**config.mk**
```make
export PLATFORM = sky130hd
export DESIGN_NAME = msvb_bridge
export DESIGN_NICKNAME = d
export VERILOG_FILES = /design/src/msvb_pkg.sv /design/src/msvb_to_if.sv /design/src/msvb_sys_timeout.sv /design/src/msvb_bridge.sv
export SDC_FILE = /design/constraint.sdc
export NUM_CORES = 1
export LEC_CHECK = 0
export ABC_AREA = 1
export BUFFER_PORTS_ARGS = -buffer_cell sky130_fd_sc_hd__buf_2
export CAP_MARGIN = 20
export CORE_AREA = 2 2 199 201
export CTS_BUF_LIST = sky130_fd_sc_hd__clkbuf_16
export DETAILED_ROUTE_END_ITERATION = 6
export DIE_AREA = 0 0 201 203
export GPL_TIMING_DRIVEN = 1
export SLEW_MARGIN = 20
export SYNTH_ARGS = -nofsm -noshare
export SYNTH_HDL_FRONTEND = slang
export SYNTH_HIERARCHICAL = 1
export SYNTH_SLANG_ARGS = --single-unit
```
**constraint.sdc**
```tcl
create_clock -name clk -period 4.3 [get_ports clk]
set_input_delay 0.215 -clock clk [delete_from_list [all_inputs] [get_ports clk]]
set_output_delay 0.215 -clock clk [all_outputs]
set_load 0.01 [all_outputs]
```
**src/msvb_pkg.sv**
```systemverilog
// Purpose: Shared constants for the extension bus slave to VMEbus bridge
// Assumes: 50 MHz clock, synchronous active-high reset
// Notes:   Rule overview below; timeout counts derive from the clock rate
//
// Overview of operation
// RQ1 - Remote byte, halfword and word reads and writes become A16/A24/A32 VMEbus cycles.
// RQ2 - Configuration space registers take only byte or halfword accesses.
// RQ3 - Every address and modifier is checked against four mapping windows.
// RQ4 - Only listed A24, A32, A16 and transparent acknowledge modifiers are answered.
// RQ5 - A window hit first wins the VMEbus, then runs the converted cycle.
// RQ6 - Size line and low two bits map onto data strobes, A01 and LWORD.
// RQ7 - Cycle ends after DTACK or BERR is relayed and both strobes are released.
// RQ8 - An address with bad parity never requests the VMEbus.
// RQ9 - Write data with bad parity is not forwarded; BERR is returned instead.
// RQ10 - Read data goes back with generated parity.
// RQ11 - Strobe held across transfers with block modifier gives a VMEbus block cycle.
// RQ12 - A VMEbus block is ended and restarted after every 256 bytes.
// RQ13 - Held strobe, non-block modifier, select bit 0 gives read-modify-write.
// RQ14 - Held strobe, non-block modifier, select bit 1 gives separate single cycles.
// RQ15 - Counters load on address strobe and advance on each data strobe release.
// RQ16 - Counter step equals transfer width in bytes.
// RQ17 - Running count is decoded each transfer so a block may enter a window.
// RQ18 - Shared address/data lines are demultiplexed and their direction controlled.
// RQ19 - As system controller the unit runs the system timeout logic.
// RQ20 - Masters upstream of the system controller are never granted and must not master.
// RQ21 - Timeout starts on data strobe, stops on DTACK or BERR, drives BERR on expiry.
// RQ22 - After reset the system timeout is short, in the microsecond range.
// RQ23 - Long timeout bit set by software stretches the timeout to milliseconds.
// RQ24 - Long timeout and select bits take defined values from reset.
package msvb_pkg;
  localparam int unsigned NUM_WIN          = 4;
  localparam int unsigned CLK_MHZ          = 50;
  localparam int unsigned SYS_TO_SHORT_US  = 200;
  localparam int unsigned SYS_TO_LONG_MS   = 200;
  localparam int unsigned SYS_TO_SHORT_CYC = SYS_TO_SHORT_US * CLK_MHZ;
  localparam int unsigned SYS_TO_LONG_CYC  = SYS_TO_LONG_MS * 1000 * CLK_MHZ;
  localparam int unsigned TO_CNT_W         = 24;
  localparam logic [8:0]  VME_BLOCK_BYTES  = 9'h100;
  localparam logic [8:0]  STEP_BYTE        = 9'h001;
  localparam logic [8:0]  STEP_HALF        = 9'h002;
  localparam logic [8:0]  STEP_LONG        = 9'h004;
  localparam logic [15:0] CFG_SPAN_MASK    = 16'hffc0;
  localparam logic [1:0]  AM_SP_A24        = 2'h3;
  localparam logic [1:0]  AM_SP_A16        = 2'h2;
  localparam logic [1:0]  AM_SP_A32        = 2'h0;
  localparam logic [2:0]  AM_BLK_SUP       = 3'h7;
  localparam logic [2:0]  AM_PRG_SUP       = 3'h6;
  localparam logic [2:0]  AM_DAT_SUP       = 3'h5;
  localparam logic [2:0]  AM_BLK_NP        = 3'h3;
  localparam logic [2:0]  AM_PRG_NP        = 3'h2;
  localparam logic [2:0]  AM_DAT_NP        = 3'h1;
  localparam logic        RMW_SEL_RST      = 1'b0;
  localparam logic        LONG_TO_RST      = 1'b0;

  // Level of the active-low parity pin for a data word
  function automatic logic parPin(input logic [31:0] d);
    return ^d;
  endfunction
endpackage

```
**src/msvb_to_if.sv**
```systemverilog
`timescale 1ns/10ps
// Purpose: Carrier between bridge core and system timeout
// Assumes: Single clock domain
// Notes:   ctl side is the bridge, tmr side the timer
interface msvb_to_if;
  logic enable;
  logic longMode;
  logic dsActive;
  logic ackSeen;
  logic expired;
  modport ctl (output enable, output longMode, output dsActive, output ackSeen, input expired);
  modport tmr (input enable, input longMode, input dsActive, input ackSeen, output expired);
endinterface

```
**src/msvb_sys_timeout.sv**
```systemverilog
`timescale 1ns/10ps
// Purpose: System controller bus timeout
// Assumes: Strobe and acknowledge levels already synchronous
// Notes:   Expiry holds until the data strobe is released
module msvb_sys_timeout #(
  parameter int unsigned SHORT_TO_CYC = msvb_pkg::SYS_TO_SHORT_CYC,
  parameter int unsigned LONG_TO_CYC  = msvb_pkg::SYS_TO_LONG_CYC
) (
  input  wire logic clk,
  input  wire logic rst,
  msvb_to_if.tmr    to
);
  logic [msvb_pkg::TO_CNT_W-1:0] cnt;
  logic                          fired;
  wire  logic [msvb_pkg::TO_CNT_W-1:0] limit;
  wire  logic                          running;

  assign limit   = to.longMode ? msvb_pkg::TO_CNT_W'(LONG_TO_CYC - 1)
                               : msvb_pkg::TO_CNT_W'(SHORT_TO_CYC - 1); // RQ22 RQ23
  assign running = to.enable && to.dsActive && !to.ackSeen && !fired; // RQ19 RQ21
  assign to.expired = fired;

  always_ff @(posedge clk)
  begin
    if (rst || !running)
      cnt <= '0;
    else
      cnt <= cnt + 1'b1;
  end

  always_ff @(posedge clk)
  begin
    if (rst || !to.dsActive)
      fired <= 1'b0;
    else if (running && cnt == limit)
      fired <= 1'b1; // RQ21
  end
endmodule

```
**src/msvb_bridge.sv**
```systemverilog
`timescale 1ns/10ps
// Purpose: Extension bus slave cycles into VMEbus cycles
// Assumes: All pins synchronous to clk; active-low pins named with N
// Notes:   Open-drain outputs pull low while their enable is high
module msvb_bridge #(
  parameter int unsigned NUM_WIN      = msvb_pkg::NUM_WIN,
  parameter int unsigned SHORT_TO_CYC = msvb_pkg::SYS_TO_SHORT_CYC,
  parameter int unsigned LONG_TO_CYC  = msvb_pkg::SYS_TO_LONG_CYC
) (
  input  wire logic                      clk,
  input  wire logic                      rst,
  input  wire logic                      sysCtlr,
  input  wire logic                      rmwSelectBit,
  input  wire logic                      longSysctlTimeoutBit,
  input  wire logic [NUM_WIN-1:0]        winEnable,
  input  wire logic [NUM_WIN-1:0][31:0]  winBase,
  input  wire logic [NUM_WIN-1:0][31:0]  winMask,
  input  wire logic [15:0]               cfgBase,
  input  wire logic                      mxAsN,
  input  wire logic                      mxDsN,
  input  wire logic                      mxWrN,
  input  wire logic                      mxSizeN,
  input  wire logic [4:0]                mxAm,
  input  wire logic [31:0]               mxAdIn,
  output logic      [31:0]               mxAdOut,
  output logic                           mxAdOe,
  input  wire logic                      mxParNIn,
  output logic                           mxParNOut,
  output logic                           mxParNOe,
  input  wire logic                      mxDtackNIn,
  output logic                           mxDtackNOut,
  output logic                           mxDtackNOe,
  input  wire logic                      mxBerrNIn,
  output logic                           mxBerrNOut,
  output logic                           mxBerrNOe,
  output logic                           vmeBreq,
  input  wire logic                      vmeBgrant,
  output logic                           vmeBbsy,
  output logic      [31:1]               vmeAddr,
  output logic      [5:0]                vmeAm,
  output logic                           vmeAsN,
  output logic                           vmeDs1N,
  output logic                           vmeDs0N,
  output logic                           vmeLwordN,
  output logic                           vmeWriteN,
  output logic      [31:0]               vmeDataOut,
  output logic                           vmeDataOe,
  input  wire logic [31:0]               vmeDataIn,
  input  wire logic                      vmeDtackN,
  input  wire logic                      vmeBerrN,
  output logic                           cfgReq,
  output logic                           cfgWrite,
  output logic      [5:0]                cfgAddr,
  output logic      [15:0]               cfgWdata,
  input  wire logic [15:0]               cfgRdata,
  input  wire logic                      cfgAck
);
  typedef enum logic [2:0] {ST_IDLE, ST_ADDR, ST_ARB, ST_VDATA, ST_CFG, ST_RESP, ST_SKIP} msvb_state_t;

  msvb_state_t  state;
  logic         asPrev;
  logic         dsPrev;
  logic [31:0]  addrCnt;
  logic [4:0]   amReg;
  logic         addrParOk;
  logic [8:0]   blkBytes;
  logic         rmwSel;
  logic         longTo;
  logic         isWrite;
  logic [8:0]   curStep;
  logic         respBerr;
  logic         vmeDsOn;
  logic         vmeLong;
  logic         vmeHalf;

  msvb_to_if to ();

  // Strobe edges
  wire logic asFall = asPrev && !mxAsN;
  wire logic dsFall = dsPrev && !mxDsN;
  wire logic dsRise = !dsPrev && mxDsN;

  // Transfer size from size line and low bits
  wire logic       sizeWide = !mxSizeN;
  wire logic       xferLong = sizeWide && (addrCnt[1:0] == 2'h3);
  wire logic       xferHalf = sizeWide && !xferLong;
  wire logic [8:0] xferStep = xferLong ? msvb_pkg::STEP_LONG
                            : xferHalf ? msvb_pkg::STEP_HALF : msvb_pkg::STEP_BYTE; // RQ16

  // Modifier decode
  wire logic [1:0] amSpace = amReg[4:3];
  wire logic [2:0] amLow   = amReg[2:0];
  wire logic wideLow = (amLow == msvb_pkg::AM_BLK_SUP) || (amLow == msvb_pkg::AM_PRG_SUP)
                    || (amLow == msvb_pkg::AM_DAT_SUP) || (amLow == msvb_pkg::AM_BLK_NP)
                    || (amLow == msvb_pkg::AM_PRG_NP) || (amLow == msvb_pkg::AM_DAT_NP);
  wire logic a16Low  = (amLow == msvb_pkg::AM_DAT_SUP) || (amLow == msvb_pkg::AM_PRG_NP)
                    || (amLow == msvb_pkg::AM_DAT_NP);
  wire logic isA16   = amSpace == msvb_pkg::AM_SP_A16;
  wire logic amOk    = ((amSpace == msvb_pkg::AM_SP_A24 || amSpace == msvb_pkg::AM_SP_A32) && wideLow)
                    || (isA16 && a16Low); // RQ4
  wire logic blockAm = !isA16 && (amLow == msvb_pkg::AM_BLK_SUP || amLow == msvb_pkg::AM_BLK_NP);

  // Window decode on the running count
  wire logic [NUM_WIN-1:0] winHit;
  genvar gi;
  generate
    for (gi = 0; gi < NUM_WIN; gi++)
    begin : g_win
      assign winHit[gi] = winEnable[gi] && (((addrCnt ^ winBase[gi]) & winMask[gi]) == 32'h0); // RQ3 RQ17
    end
  endgenerate

  wire logic cfgHit   = isA16 && (((addrCnt[15:0] ^ cfgBase) & msvb_pkg::CFG_SPAN_MASK) == 16'h0);
  wire logic ourCycle = amOk && addrParOk && (cfgHit || (|winHit)); // RQ3 RQ8
  wire logic dataParOk = mxParNIn == msvb_pkg::parPin(mxAdIn);
  wire logic vmeAcked = !vmeDtackN || !vmeBerrN;
  wire logic vmeIdle  = vmeDtackN && vmeBerrN;

  // Keep the VMEbus address strobe between transfers?
  wire logic [8:0] blkNext = blkBytes + curStep;
  wire logic keepAs = blockAm ? (blkNext < msvb_pkg::VME_BLOCK_BYTES) : !rmwSel; // RQ11 RQ12 RQ13 RQ14

  // Timeout hookup
  assign to.enable   = sysCtlr; // RQ19 RQ20
  assign to.longMode = longTo;
  assign to.dsActive = !mxDsN;
  assign to.ackSeen  = !mxDtackNIn || !mxBerrNIn;

  msvb_sys_timeout #(
    .SHORT_TO_CYC (SHORT_TO_CYC),
    .LONG_TO_CYC  (LONG_TO_CYC)
  ) u_timeout (
    .clk (clk),
    .rst (rst),
    .to  (to)
  );

  // Open-drain lines only ever pull low
  assign mxDtackNOut = 1'b0;
  assign mxBerrNOut  = 1'b0;
  assign mxBerrNOe   = (state == ST_RESP && respBerr) || to.expired; // RQ9 RQ21
  assign mxDtackNOe  = state == ST_RESP && !respBerr; // RQ7
  assign mxParNOe    = mxAdOe; // RQ10
  assign vmeDataOe   = vmeDsOn && isWrite;
  assign vmeDs1N     = !(vmeDsOn && (vmeLong || vmeHalf || !addrCnt[0])); // RQ6
  assign vmeDs0N     = !(vmeDsOn && (vmeLong || vmeHalf || addrCnt[0])); // RQ6
  assign vmeLwordN   = !vmeLong; // RQ6
  assign vmeAddr     = {addrCnt[31:2], addrCnt[1] && !vmeLong}; // RQ1 RQ6
  assign vmeAm       = {amReg[4], amReg[3], 1'b1, amReg[2:0]};
  assign vmeWriteN   = !isWrite;

  // Control bits with defined reset values
  always_ff @(posedge clk)
  begin
    if (rst)
    begin
      rmwSel <= msvb_pkg::RMW_SEL_RST;
      longTo <= msvb_pkg::LONG_TO_RST;
    end
    else
    begin
      rmwSel <= rmwSelectBit; // RQ24
      longTo <= longSysctlTimeoutBit; // RQ24
    end
  end

  // Strobe history
  always_ff @(posedge clk)
  begin
    if (rst)
    begin
      asPrev <= 1'b1;
      dsPrev <= 1'b1;
    end
    else
    begin
      asPrev <= mxAsN;
      dsPrev <= mxDsN;
    end
  end

  // Address counter and latched address phase
  always_ff @(posedge clk)
  begin
    if (rst)
    begin
      addrCnt   <= 32'h0;
      amReg     <= 5'h0;
      addrParOk <= 1'b0;
    end
    else if (asFall)
    begin
      addrCnt   <= mxAdIn; // RQ15 RQ18
      amReg     <= mxAm;
      addrParOk <= mxParNIn == msvb_pkg::parPin(mxAdIn); // RQ8
    end
    else if (dsRise && !mxAsN)
      addrCnt <= addrCnt + {23'h0, curStep}; // RQ15 RQ16
  end

  // Slave cycle sequencer
  always_ff @(posedge clk)
  begin
    if (rst)
    begin
      state      <= ST_IDLE;
      vmeBreq    <= 1'b0;
      vmeBbsy    <= 1'b0;
      vmeAsN     <= 1'b1;
      vmeDsOn    <= 1'b0;
      vmeLong    <= 1'b0;
      vmeHalf    <= 1'b0;
      vmeDataOut <= 32'h0;
      isWrite    <= 1'b0;
      curStep    <= msvb_pkg::STEP_BYTE;
      respBerr   <= 1'b0;
      blkBytes   <= 9'h0;
      mxAdOut    <= 32'h0;
      mxAdOe     <= 1'b0;
      mxParNOut  <= 1'b0;
      cfgReq     <= 1'b0;
      cfgWrite   <= 1'b0;
      cfgAddr    <= 6'h0;
      cfgWdata   <= 16'h0;
    end
    else
    begin
      case (state)
        ST_IDLE:
        begin
          if (asFall)
            state <= ST_ADDR;
        end
        ST_ADDR:
        begin
          if (mxAsN)
          begin
            state    <= ST_IDLE;
            vmeBreq  <= 1'b0;
            vmeBbsy  <= 1'b0;
            vmeAsN   <= 1'b1;
            blkBytes <= 9'h0;
          end
          else if (dsFall)
          begin
            isWrite    <= !mxWrN;
            curStep    <= xferStep;
            vmeLong    <= xferLong;
            vmeHalf    <= xferHalf;
            vmeDataOut <= mxAdIn; // RQ18
            cfgWrite   <= !mxWrN;
            cfgAddr    <= addrCnt[5:0];
            cfgWdata   <= mxAdIn[15:0];
            if (!ourCycle)
              state <= ST_SKIP; // RQ4 RQ8
            else if (!mxWrN && !dataParOk)
            begin
              state    <= ST_RESP; // RQ9
              respBerr <= 1'b1;
            end
            else if (cfgHit)
            begin
              if (xferLong)
              begin
                state    <= ST_RESP; // RQ2
                respBerr <= 1'b1;
              end
              else
              begin
                state  <= ST_CFG; // RQ2
                cfgReq <= 1'b1;
              end
            end
            else if (vmeBbsy)
              state <= ST_VDATA;
            else
            begin
              state   <= ST_ARB; // RQ5
              vmeBreq <= 1'b1;
            end
          end
        end
        ST_ARB:
        begin
          if (mxDsN)
          begin
            state   <= ST_ADDR;
            vmeBreq <= 1'b0;
          end
          else if (vmeBgrant)
          begin
            state   <= ST_VDATA; // RQ5
            vmeBreq <= 1'b0;
            vmeBbsy <= 1'b1;
          end
        end
        ST_VDATA:
        begin
          if (mxDsN)
          begin
            state   <= ST_ADDR;
            vmeDsOn <= 1'b0;
            vmeAsN  <= 1'b1;
          end
          else if (vmeDsOn && vmeAcked)
          begin
            state     <= ST_RESP; // RQ7
            vmeDsOn   <= 1'b0;
            respBerr  <= !vmeBerrN;
            mxAdOut   <= vmeDataIn; // RQ18
            mxParNOut <= msvb_pkg::parPin(vmeDataIn); // RQ10
            mxAdOe    <= !isWrite && vmeBerrN; // RQ10 RQ18
          end
          else if (!vmeDsOn && vmeIdle)
          begin
            vmeAsN  <= 1'b0; // RQ1
            vmeDsOn <= 1'b1;
          end
        end
        ST_CFG:
        begin
          if (mxDsN)
          begin
            state  <= ST_ADDR;
            cfgReq <= 1'b0;
          end
          else if (cfgAck)
          begin
            state     <= ST_RESP;
            cfgReq    <= 1'b0;
            respBerr  <= 1'b0;
            mxAdOut   <= {16'h0, cfgRdata};
            mxParNOut <= msvb_pkg::parPin({16'h0, cfgRdata}); // RQ10
            mxAdOe    <= !isWrite;
          end
        end
        ST_RESP:
        begin
          if (dsRise)
          begin
            state    <= ST_ADDR; // RQ7
            respBerr <= 1'b0;
            mxAdOe   <= 1'b0;
            if (vmeBbsy && !keepAs)
            begin
              vmeAsN   <= 1'b1; // RQ12 RQ14
              blkBytes <= 9'h0;
            end
            else if (vmeBbsy)
              blkBytes <= blkNext; // RQ12
          end
        end
        ST_SKIP:
        begin
          if (dsRise)
            state <= ST_ADDR; // RQ17
        end
        default:
          state <= ST_IDLE;
      endcase
    end
  end
endmodule

```
==> results_dict.tcl, run 1 <==
set metrics [dict create \
    final_common_cell "nand2_1" \
    crit_buf_inv 5 \
    ys_types 59 \
    worstMarginPinSlew_ns 0.8090 \
    post-synth-top-area-cell "dfxtp_1" \
    period_share 0.7105 \
    met3_usage 0.04799 \
    grt_max_degree 51 \
    timing.setup.tns_ns 0 \
    synth_top_family_by_area "simple AND/OR/NAND/NOR gates" \
    via_per_inst 4.849 \
    synth_xor_area_frac 0.05328 \
    first_global_vias 13840 \
    top_usage_layer "met2" \
    place_hpwl_um 40530 \
    clock_path_buffers 2 \
    max_cap_violations 0 \
    cts_setup_buffers 0 \
    wl_per_cell_um 16.51 \
    cp.arrival_ns 3.37 \
    drc_errors 6 \
    synth_area_mm2 0.01266 \
    start_util 0.3291 \
    die_w_um 201 \
    io_buffers 507 \
    drive_gt1_frac 0.2901 \
    fill_cells 4227 \
    period_needed_ns 3.055 \
    ir_drop_v 0.0002752 \
    maxSlewViolCount 0 \
    critical_path.max_stage_delay_ns 0.47 \
    rsz0062_at_grt "no" \
    rows 72 \
    ys.flop_type "dfxtp_1" \
    fmax_mhz 327.3 \
    syn_to_final_growth_pct 24.73 \
    outcome "finished with violations" \
    die_h_um 203 \
    final_cell_mix "nand2_1 (649), buf_2 (507), nand3_1 (194)" \
    pin_count 517 \
    cp_max_fo 50 \
    nets 2866 \
    cp_top_family "buffers and inverters" \
    track_usage 0.2376 \
    finClkSkew_ns 0.01071 \
    drtIter0Drc 833 \
    syn_avg_cell_area_um2 6.121 \
    cts_buffers 17 \
    clk_latency_ns 0.45 \
    place_congestion 0.9215 \
    ant_nets 0 \
    htreeDepth 4 \
    synth_compound_area_frac 0.1275 \
    endpoint_kind "register" \
    synth-simple-area-share 0.4337 \
    clock_sinks 161 \
    post-route-util 0.4105 \
    netlist.area_leader.share 0.2546 \
    grt_pass1_wl_um 75910 \
    clkSlewWorstSetupHoldPaths_ns 0.07 \
    grtUsageMet1 0.2776 \
    path_cells "inv_2, nor2_2, inv_2, nor2_4, inv_2, nand2_1, nand2_1, nor3_4, buf_4, inv_2, nand2_1, a21oi_1" \
    p_per_area_mw_per_mm2 306.8 \
    fp.dieArea_mm2 0.04080 \
    antenna_found_initial 12 \
    crit_type "register to register" \
    met2_usage 0.4351 \
    startpoint_type "register" \
    setup_violations 0 \
    slew_headroom 0.4594 \
    cpMostUsedCell "inv_2" \
    vias 14630 \
    finalHoldViolCount 0 \
    cts_tree "done" \
    synthMuxAreaShare 0 \
    netlist_instances 2068 \
    ys_async_sr_fraction 0 \
    p_leak_uw 0.007835 \
    hp-class "primary input to register" \
    synth_fa_ha_area_frac 0.01107 \
    ys_seq_area_frac 0.2546 \
    violations "DRC" \
    cts-root-buf "clkbuf_16" \
    overflow 0 \
    synthTopCellsByArea "dfxtp_1 (25%), nand2_1 (19%), nand3_1 (7.7%), inv_1 (5.2%), or2_2 (5.0%)" \
    cpMaxStageDelayCell "dfxtp_1" \
    synth-edff-count 0 \
    ys_ff_latch 161 \
    core_area_mm2 0.03847 \
    cp.required_ns 4.61 \
    multi_input_area_mm2 0.007930 \
    wl_um 49820 \
    firstDrtPassIters 7 \
    ff_latch_area_mm2 0.003223 \
    yosysWarnings 6 \
]
registers in the layout, summed over array words and instances, names as in the netlist, 2 cells and up:
register       cells
u_timeout/cnt     24
blkBytes           9
amReg              5
mxAdOut           32
curStep            2
addrCnt           32
state              3
vmeDataOut        32
cfgAddr            6
metrics by stage:
step,instance area [µm²],cells,power (µW),setup slack [ns],hold WS (ns)
CTS,15770,3010,4900,1.242,0.01763
finish,15790,3018,4844,1.245,0.04090
global route,15790,3018,5144,0.9397,0.03791
detailed placement,15150,2972,3349,1.263,0.4234
global placement,15130,2971,3321,1.277,0.4216
floorplan,12660,2069,2800,1.878,0.3050
metal layers:
metal  share of wire  up-vias  wire length (µm)
met5          0.0011        -                56
met2            0.50      485             25140
met3           0.059       69              2951
li1                -     7430                 -
met4           0.022        8              1105
met1            0.41     6642             20570
kinds of logic (layout without fill, tap and decap cells):
kind of cell,Yosys count,count (layout)
simple gates,1206,1206
buf+inv,322,745
compound gates,290,290
flops,161,161
xor+xnor,77,77
fa+ha+maj,10,10
other cells,2,11
report_power, final:
group          total (µW)  internal [µW]  switching [µW]
Combinational        1550            636             912
Sequential           1770           1620             151
Clock                1530            771             759
Total                4840           3020            1820
repair_timing:
| item | 4_1_cts | 5_1_grt |
|---|---|---|
| resized for setup | 0 | 0 |
| hold endpoints to repair | 6 | 0 |
| hold buffers | 6 | 0 |
worst register-to-register path, delay by kind of cell, from the launching register on:
family,cells,cell delay (ns)
and+or+nand+nor,6,1.12
DFF,1,0.47
AOI/OAI and AO/OA,1,0.07
buffers and inverters,5,1.28
area by class of cell:
type | instances | share of cell area
clock buffers | 17 | 0.02694
flip-flops and latches | 161 | 0.2041
well taps | 518 | 0.04105
multi-input cells | 1586 | 0.5023
repair buffers | 521 | 0.1696
diodes | 8 | 0.001268
clock inverters | 15 | 0.008717
inverters | 192 | 0.04604
cell usage after synthesis, drive strengths merged (3+ instances only):
master,instances
nand2,666
a211oi,6
xor2,35
clkinv,3
ha,8
o211ai,17
nor3,18
a31oi,24
buf,98
nor4,8
inv,189
nor3b,5
nand3,197
clkbuf,32
or2,104
nand3b,3
a21oi,117
xnor2,42
dfxtp,161
o21ai,115
nor2,177
nand4,27
worst paths after layout:
path | from | endpoint | slack [ns] | cells past startpoint
worst max-delay path | state[2]$_SDFFE_PP0P_ | mxAdOut[30]$_SDFFE_PP0P_ | 1.24 | 12
worst min-delay path | vmeDtackN | vmeDsOn$_SDFFE_PP0P_ | 0.04 | 3
worst max register to register | state[2]$_SDFFE_PP0P_ | mxAdOut[30]$_SDFFE_PP0P_ | 1.24 | 12
worst min register to register | u_timeout/cnt[0]$_SDFF_PP0_ | u_timeout/cnt[0]$_SDFF_PP0_ | 0.46 | 1
Note: power is estimated with default switching activity, not from simulation.
==> inputs of run 2 (changes only) <==
==> constraint.sdc (replaced) <==
create_clock -name clk -period 2.5 [get_ports clk]
set_input_delay 0.125 -clock clk [delete_from_list [all_inputs] [get_ports clk]]
set_output_delay 0.125 -clock clk [all_outputs]
set_load 0.01 [all_outputs]
==> run 2 against run 1 <==
The flow now finishes without violations; largest power group unchanged; non-clock buffer count rose by 98; critical path type unchanged; via count rose by 3.7%; sequential cell count did not move; power rose by 77%; hold slack got worse by 0.025 ns; cell area rose by 6.6%.
==> results_dict.tcl, run 2 (synthesized netlist as in run 1, its figures left out) <==
set metrics [dict create \
    outcome "finished, final reports clean" \
    ff_latch_area_mm2 0.003239 \
    top_regs "addrCnt (32), mxAdOut (32), vmeDataOut (32)" \
    pin_count 517 \
    setup_violations 0 \
    first_global_vias 14720 \
    grt_pass1_wl_um 78110 \
    p_leak_uw 0.008312 \
    rows 72 \
    p_per_area_mw_per_mm2 509.9 \
    p_comb_frac 0.331 \
    max_cap_violations 0 \
    hp-class "primary input to register" \
    p_switching_uw 3103 \
    firstDrtPassIters 5 \
    cts-root-buf "clkbuf_16" \
    nets 2964 \
    final_common_cell "nand2_1" \
    finalHoldViolCount 0 \
    r2r-end "addrCnt[28]$_SDFFE_PP0P_" \
    clkSlewWorstSetupHoldPaths_ns 0.08 \
    clock_path_buffers 2 \
    fp.dieArea_mm2 0.04080 \
    antenna_found_initial 15 \
    clkPwrFrac 0.315 \
    maxSlewViolCount 0 \
    fmax_mhz 419.0 \
    drc_errors 0 \
    ff2ff_setup_slack_ns 0.11 \
    seqPwrFrac 0.353 \
    final_cell_mix "nand2_1 (645), buf_2 (507), nand3_1 (194)" \
    hp-start "mxAdIn[7]" \
    cp.arrival_ns 2.70 \
    fill_cells 4103 \
    vias 15180 \
    hold_end "addrCnt[7]$_SDFFE_PP0P_" \
    ir_drop_v 0.0004640 \
    start_util 0.3291 \
    overflow 0 \
    slew_headroom 0.5886 \
    crit_type "register to register" \
    worst-r2r-cell-count 15 \
    netSwitchingFraction 0.3617 \
    period_needed_ns 2.387 \
    clk_latency_ns 0.46 \
    place_hpwl_um 41200 \
    cp_max_fo 3 \
    wl_um 51280 \
    cp.required_ns 2.82 \
    htreeDepth 4 \
    via_per_inst 4.867 \
    die_w_um 201 \
    clock_sinks 161 \
    wl_per_cell_um 16.45 \
    p_int_uw 5477 \
    drtIter0Drc 869 \
    finClkSkew_ns 0.01854 \
    track_usage 0.2439 \
    syn_to_final_growth_pct 32.92 \
    die_h_um 203 \
    period_share 0.9546 \
    worstMarginPinSlew_ns 0.6163 \
    whs_path_depth 3 \
    cts_tree "done" \
    drive_gt1_frac 0.3054 \
    cts_buffers 17 \
    dp.cells 3004 \
    reg2reg_from "addrCnt[0]$_SDFFE_PP0P_" \
    layout.cells.non_filler 3118 \
    io_buffers 507 \
    rsz0062_at_grt "yes" \
    ant_nets 0 \
    startpoint_type "register" \
    endpoint_kind "register" \
    core_area_mm2 0.03847 \
    post-route-util 0.4374 \
    place_congestion 0.9363 \
    grt_max_degree 49 \
    multi_input_area_mm2 0.008019 \
]
run 2: changes by cell type in the layout (fill, tap and decap cells not counted), sizes merged:
cell,before,now
diode,8,10
bufinv,0,2
clkinv,6,9
clkinvlp,1,2
dlygate4sd3,6,68
inv,200,194
buf,515,551
run 2: power by group through the flow:
stage          combinational [µW]  sequential, µW  clock [µW]
3_3_place_gp                 2690            3070           0
5_1_grt                      3170            3060        2870
3_5_place_dp                 2730            3080           0
4_1_cts                      2820            3020        2770
2_1_floorplan                1780            3040           0
6_report                     2840            3030        2700
run 2: routing by layer:
layer,GRT usage,vias up,part of all wire
met1,0.2729,6929,0.40
met3,0.04783,86,0.062
met5,0,-,0.0012
met4,0.08889,12,0.028
met2,0.4560,521,0.51
li1,-,7627,-
run 2: worst max-delay path: stages (launching register included):
cell and delay (ns):
dfxtp_2 0.35, ha_4 0.14, inv_2 0.04, fa_2 0.33
inv_2 0.08, nand2_4 0.06, a21oi_4 0.18, nand2_4 0.09
nor2_4 0.14, nand2_4 0.08, nor3b_4 0.21, nand4_2 0.13
nor2_2 0.13, xor2_1 0.07, o21ai_1 0.16, a21oi_2 0.06
run 2: worst max-delay path by stage:
stage / cells after the start / from / to
after floorplan: 15 / addrCnt[1]$_SDFFE_PP0P_ / addrCnt[28]$_SDFFE_PP0P_
after global placement: 15 / addrCnt[0]$_SDFFE_PP0P_ / addrCnt[28]$_SDFFE_PP0P_
after detailed placement: 13 / addrCnt[4]$_SDFFE_PP0P_ / vmeBreq$_SDFFE_PP0P_
after CTS: 15 / curStep[0]$_SDFFE_PP1P_ / addrCnt[28]$_SDFFE_PP0P_
after global routing: 15 / addrCnt[0]$_SDFFE_PP0P_ / addrCnt[28]$_SDFFE_PP0P_
final: 15 / addrCnt[0]$_SDFFE_PP0P_ / addrCnt[28]$_SDFFE_PP0P_
run 2: stage by stage:
step	total power [µW]	cell area, µm²	setup TNS [ns]	hold WS [ns]	setup slack, ns
after floorplan	4815	12660	0	0.2150	0.07751
after global placement	5764	15400	0	0.3457	0.05830
after detailed placement	5804	15400	0	0.3549	0.03892
after CTS	8609	16670	0	0.001741	0.01364
after global routing	9108	16820	-0.1600	0.02787	-0.07662
final	8580	16830	0	0.01567	0.1134
run 2: cell type report:
class,instances,share of cell area
Multi-Input combinational cell,1586,0.4766
Inverter,192,0.04320
Clock inverter,15,0.009295
Clock buffer,17,0.02528
Sequential cell,161,0.1925
Timing Repair Buffer,619,0.2131
Tap cell,518,0.03852
Antenna cell,10,0.001487
run 2: timing repair:
item,CTS,global route
buffers inserted,0,4
endpoints found under the hold margin,51,0
endpoints found under the setup margin,0,23
gates resized for setup,0,41
hold buffers,68,0
==> inputs of run 3 (changes only) <==
--- a/config.mk
+++ b/config.mk
@@ -13,6 +13,7 @@
 export DETAILED_ROUTE_END_ITERATION = 6
 export DIE_AREA = 0 0 201 203
 export GPL_TIMING_DRIVEN = 1
+export SETUP_SLACK_MARGIN = 0.2
 export SLEW_MARGIN = 20
 export SYNTH_ARGS = -nofsm -noshare
 export SYNTH_HDL_FRONTEND = slang
==> run 3 against run 2 <==
Maximum frequency up 1.1%; the run now ends with DRC left; sequential share of layout area shrank 0.13 points; sequential power about the same; hold slack improved by 0.011 ns; routed wire length is 0.77% higher; global-route usage grew 0.16 points; critical path type unchanged; clock power is essentially flat; highest routed layer unchanged; power up 0.61%.
==> results_dict.tcl, run 3 (synthesized netlist as in run 1, its figures left out) <==
set metrics [dict create \
    reg2reg_from "curStep[0]$_SDFFE_PP1P_" \
    firstDrtPassIters 7 \
    clkSlewWorstSetupHoldPaths_ns 0.06 \
    fp.dieArea_mm2 0.04080 \
    worstMarginPinSlew_ns 0.7090 \
    period_share 0.9446 \
    fmax_mhz 423.5 \
    ff_latch_area_mm2 0.003271 \
    cp_max_fo 3 \
    rsz0062_at_grt "yes" \
    multi_input_area_mm2 0.008128 \
    p_per_area_mw_per_mm2 504.7 \
    violations "DRC" \
    clock_path_buffers 2 \
    cts_buffers 17 \
    start_util 0.3291 \
    cp.arrival_ns 2.71 \
    die_h_um 203 \
    fin_area_mm2 0.01710 \
    finClkSkew_ns 0.01409 \
    grt_pass1_wl_um 78920 \
    worst-r2r-cell-count 13 \
    crit_type "register to register" \
    first_global_vias 14760 \
    wl_um 51680 \
    outcome "finished with violations" \
    cp.required_ns 2.85 \
    wl_per_cell_um 16.53 \
    p_leak_uw 0.008430 \
    place_hpwl_um 41290 \
    maxSlewViolCount 0 \
    hp-start "mxAdIn[19]" \
    die_w_um 201 \
    period_needed_ns 2.361 \
    endpoint_kind "register" \
    r2r-end "blkBytes[0]$_SDFFE_PP0P_" \
    timing.setup.tns_ns 0 \
    fill_cells 4121 \
    finalHoldViolCount 0 \
    clock_sinks 161 \
    hold_end "vmeDataOut[19]$_SDFFE_PP0P_" \
    hp-class "primary input to register" \
    top_regs "addrCnt (32), mxAdOut (32), vmeDataOut (32)" \
    nets 2979 \
    track_usage 0.2454 \
    slew_headroom 0.5274 \
    htreeDepth 4 \
    drive_gt1_frac 0.3287 \
    whs_path_depth 3 \
    ir_drop_v 0.0004240 \
    drc_errors 2 \
    rows 72 \
    vias 15250 \
    cts_tree "done" \
    place_congestion 0.9697 \
    overflow 0 \
    drtIter0Drc 880 \
    final_common_cell "nand2_1" \
    final_cell_mix "nand2_1 (641), buf_2 (508), nand3_1 (190)" \
    core_area_mm2 0.03847 \
    clk_latency_ns 0.43 \
    ff2ff_setup_slack_ns 0.14 \
    placed_cell_area_mm2 0.01548 \
    io_buffers 507 \
    grt_max_degree 65 \
    whs_ns 0.02664 \
    via_per_inst 4.878 \
    max_cap_violations 0 \
    syn_to_final_growth_pct 35.12 \
    startpoint_type "register" \
    ant_nets 0 \
    antenna_found_initial 6 \
    setup_violations 0 \
    pin_count 517 \
    cts-root-buf "clkbuf_16" \
]
run 3: cell count changes in the layout (fill, tap and decap cells not counted), sizes merged:
cell,previous run,this run
inv,194,197
diode,10,4
clkinv,9,5
buf,551,573
dlygate4sd3,68,61
run 3: worst max-delay path by stage:
stage | startpoint | endpoint | slack, ns | depth (start not counted)
2_1_floorplan | addrCnt[1]$_SDFFE_PP0P_ | addrCnt[28]$_SDFFE_PP0P_ | 0.19 | 15
3_3_place_gp | curStep[0]$_SDFFE_PP1P_ | addrCnt[26]$_SDFFE_PP0P_ | 0.03 | 17
3_5_place_dp | curStep[0]$_SDFFE_PP1P_ | addrCnt[26]$_SDFFE_PP0P_ | 0.009 | 17
4_1_cts | curStep[0]$_SDFFE_PP1P_ | addrCnt[28]$_SDFFE_PP0P_ | 0.05 | 15
5_1_grt | curStep[0]$_SDFFE_PP1P_ | addrCnt[28]$_SDFFE_PP0P_ | -0.04 | 15
6_report | curStep[0]$_SDFFE_PP1P_ | blkBytes[0]$_SDFFE_PP0P_ | 0.14 | 13
run 3: critical path, stage by stage, from the launching register on:
cell and delay [ns]:
dfxtp_4 0.36, buf_4 0.14, ha_4 0.15, fa_2 0.37, a21oi_2 0.17, or2_1 0.16
nor2_2 0.06, nand2_2 0.07, xor2_2 0.18, nand2_2 0.08, a31oi_4 0.21, buf_6 0.13
nand3_1 0.05, a21oi_1 0.12
run 3: layer usage:
metal  share of wire  routed length [µm]  vias to the layer above  GRT usage
met5         0.00043                  22                        -          0
met4           0.030                1561                        4    0.08571
met3           0.058                2987                       85    0.04334
met2            0.51               26150                      513     0.4608
met1            0.41               20960                     6994     0.2776
li1                -                   -                     7652          -
run 3: what timing repair did:
item / 4_1_cts / 5_1_grt
endpoints found under the setup margin: 22 / 48
pin swaps: 16 / 32
gates cloned: 0 / 1
gates resized for setup: 33 / 63
hold buffers: 61 / 0
hold endpoints to repair: 43 / 0
buffers inserted: 8 / 10
run 3: area by class of cell:
cell class | count | area share
Inverter | 192 | 0.04265
Antenna cell | 4 | 0.0005852
Timing Repair Buffer | 634 | 0.2186
Clock inverter | 14 | 0.008998
Tap cell | 518 | 0.03789
Sequential cell | 161 | 0.1912
Multi-Input combinational cell | 1586 | 0.4752
Clock buffer | 17 | 0.02487
run 3: power breakdown:
group	total [µW]	leakage (µW)	switching, µW	internal, µW
combinational	2910	0.00683	1670	1230
sequential	3030	0.00132	243	2790
clock	2690	0.000283	1200	1490
run 3: metrics by stage:
stage	util	cells	worst slack, ns	power, µW
after CTS	0.4375	3110	0.04809	8657
after detailed placement	0.4024	3010	0.008570	5832
final	0.4446	3126	0.1385	8632
after global placement	0.4024	3010	0.03070	5789
after floorplan	-	2069	0.1890	4820
after global routing	0.4445	3124	-0.03524	9171
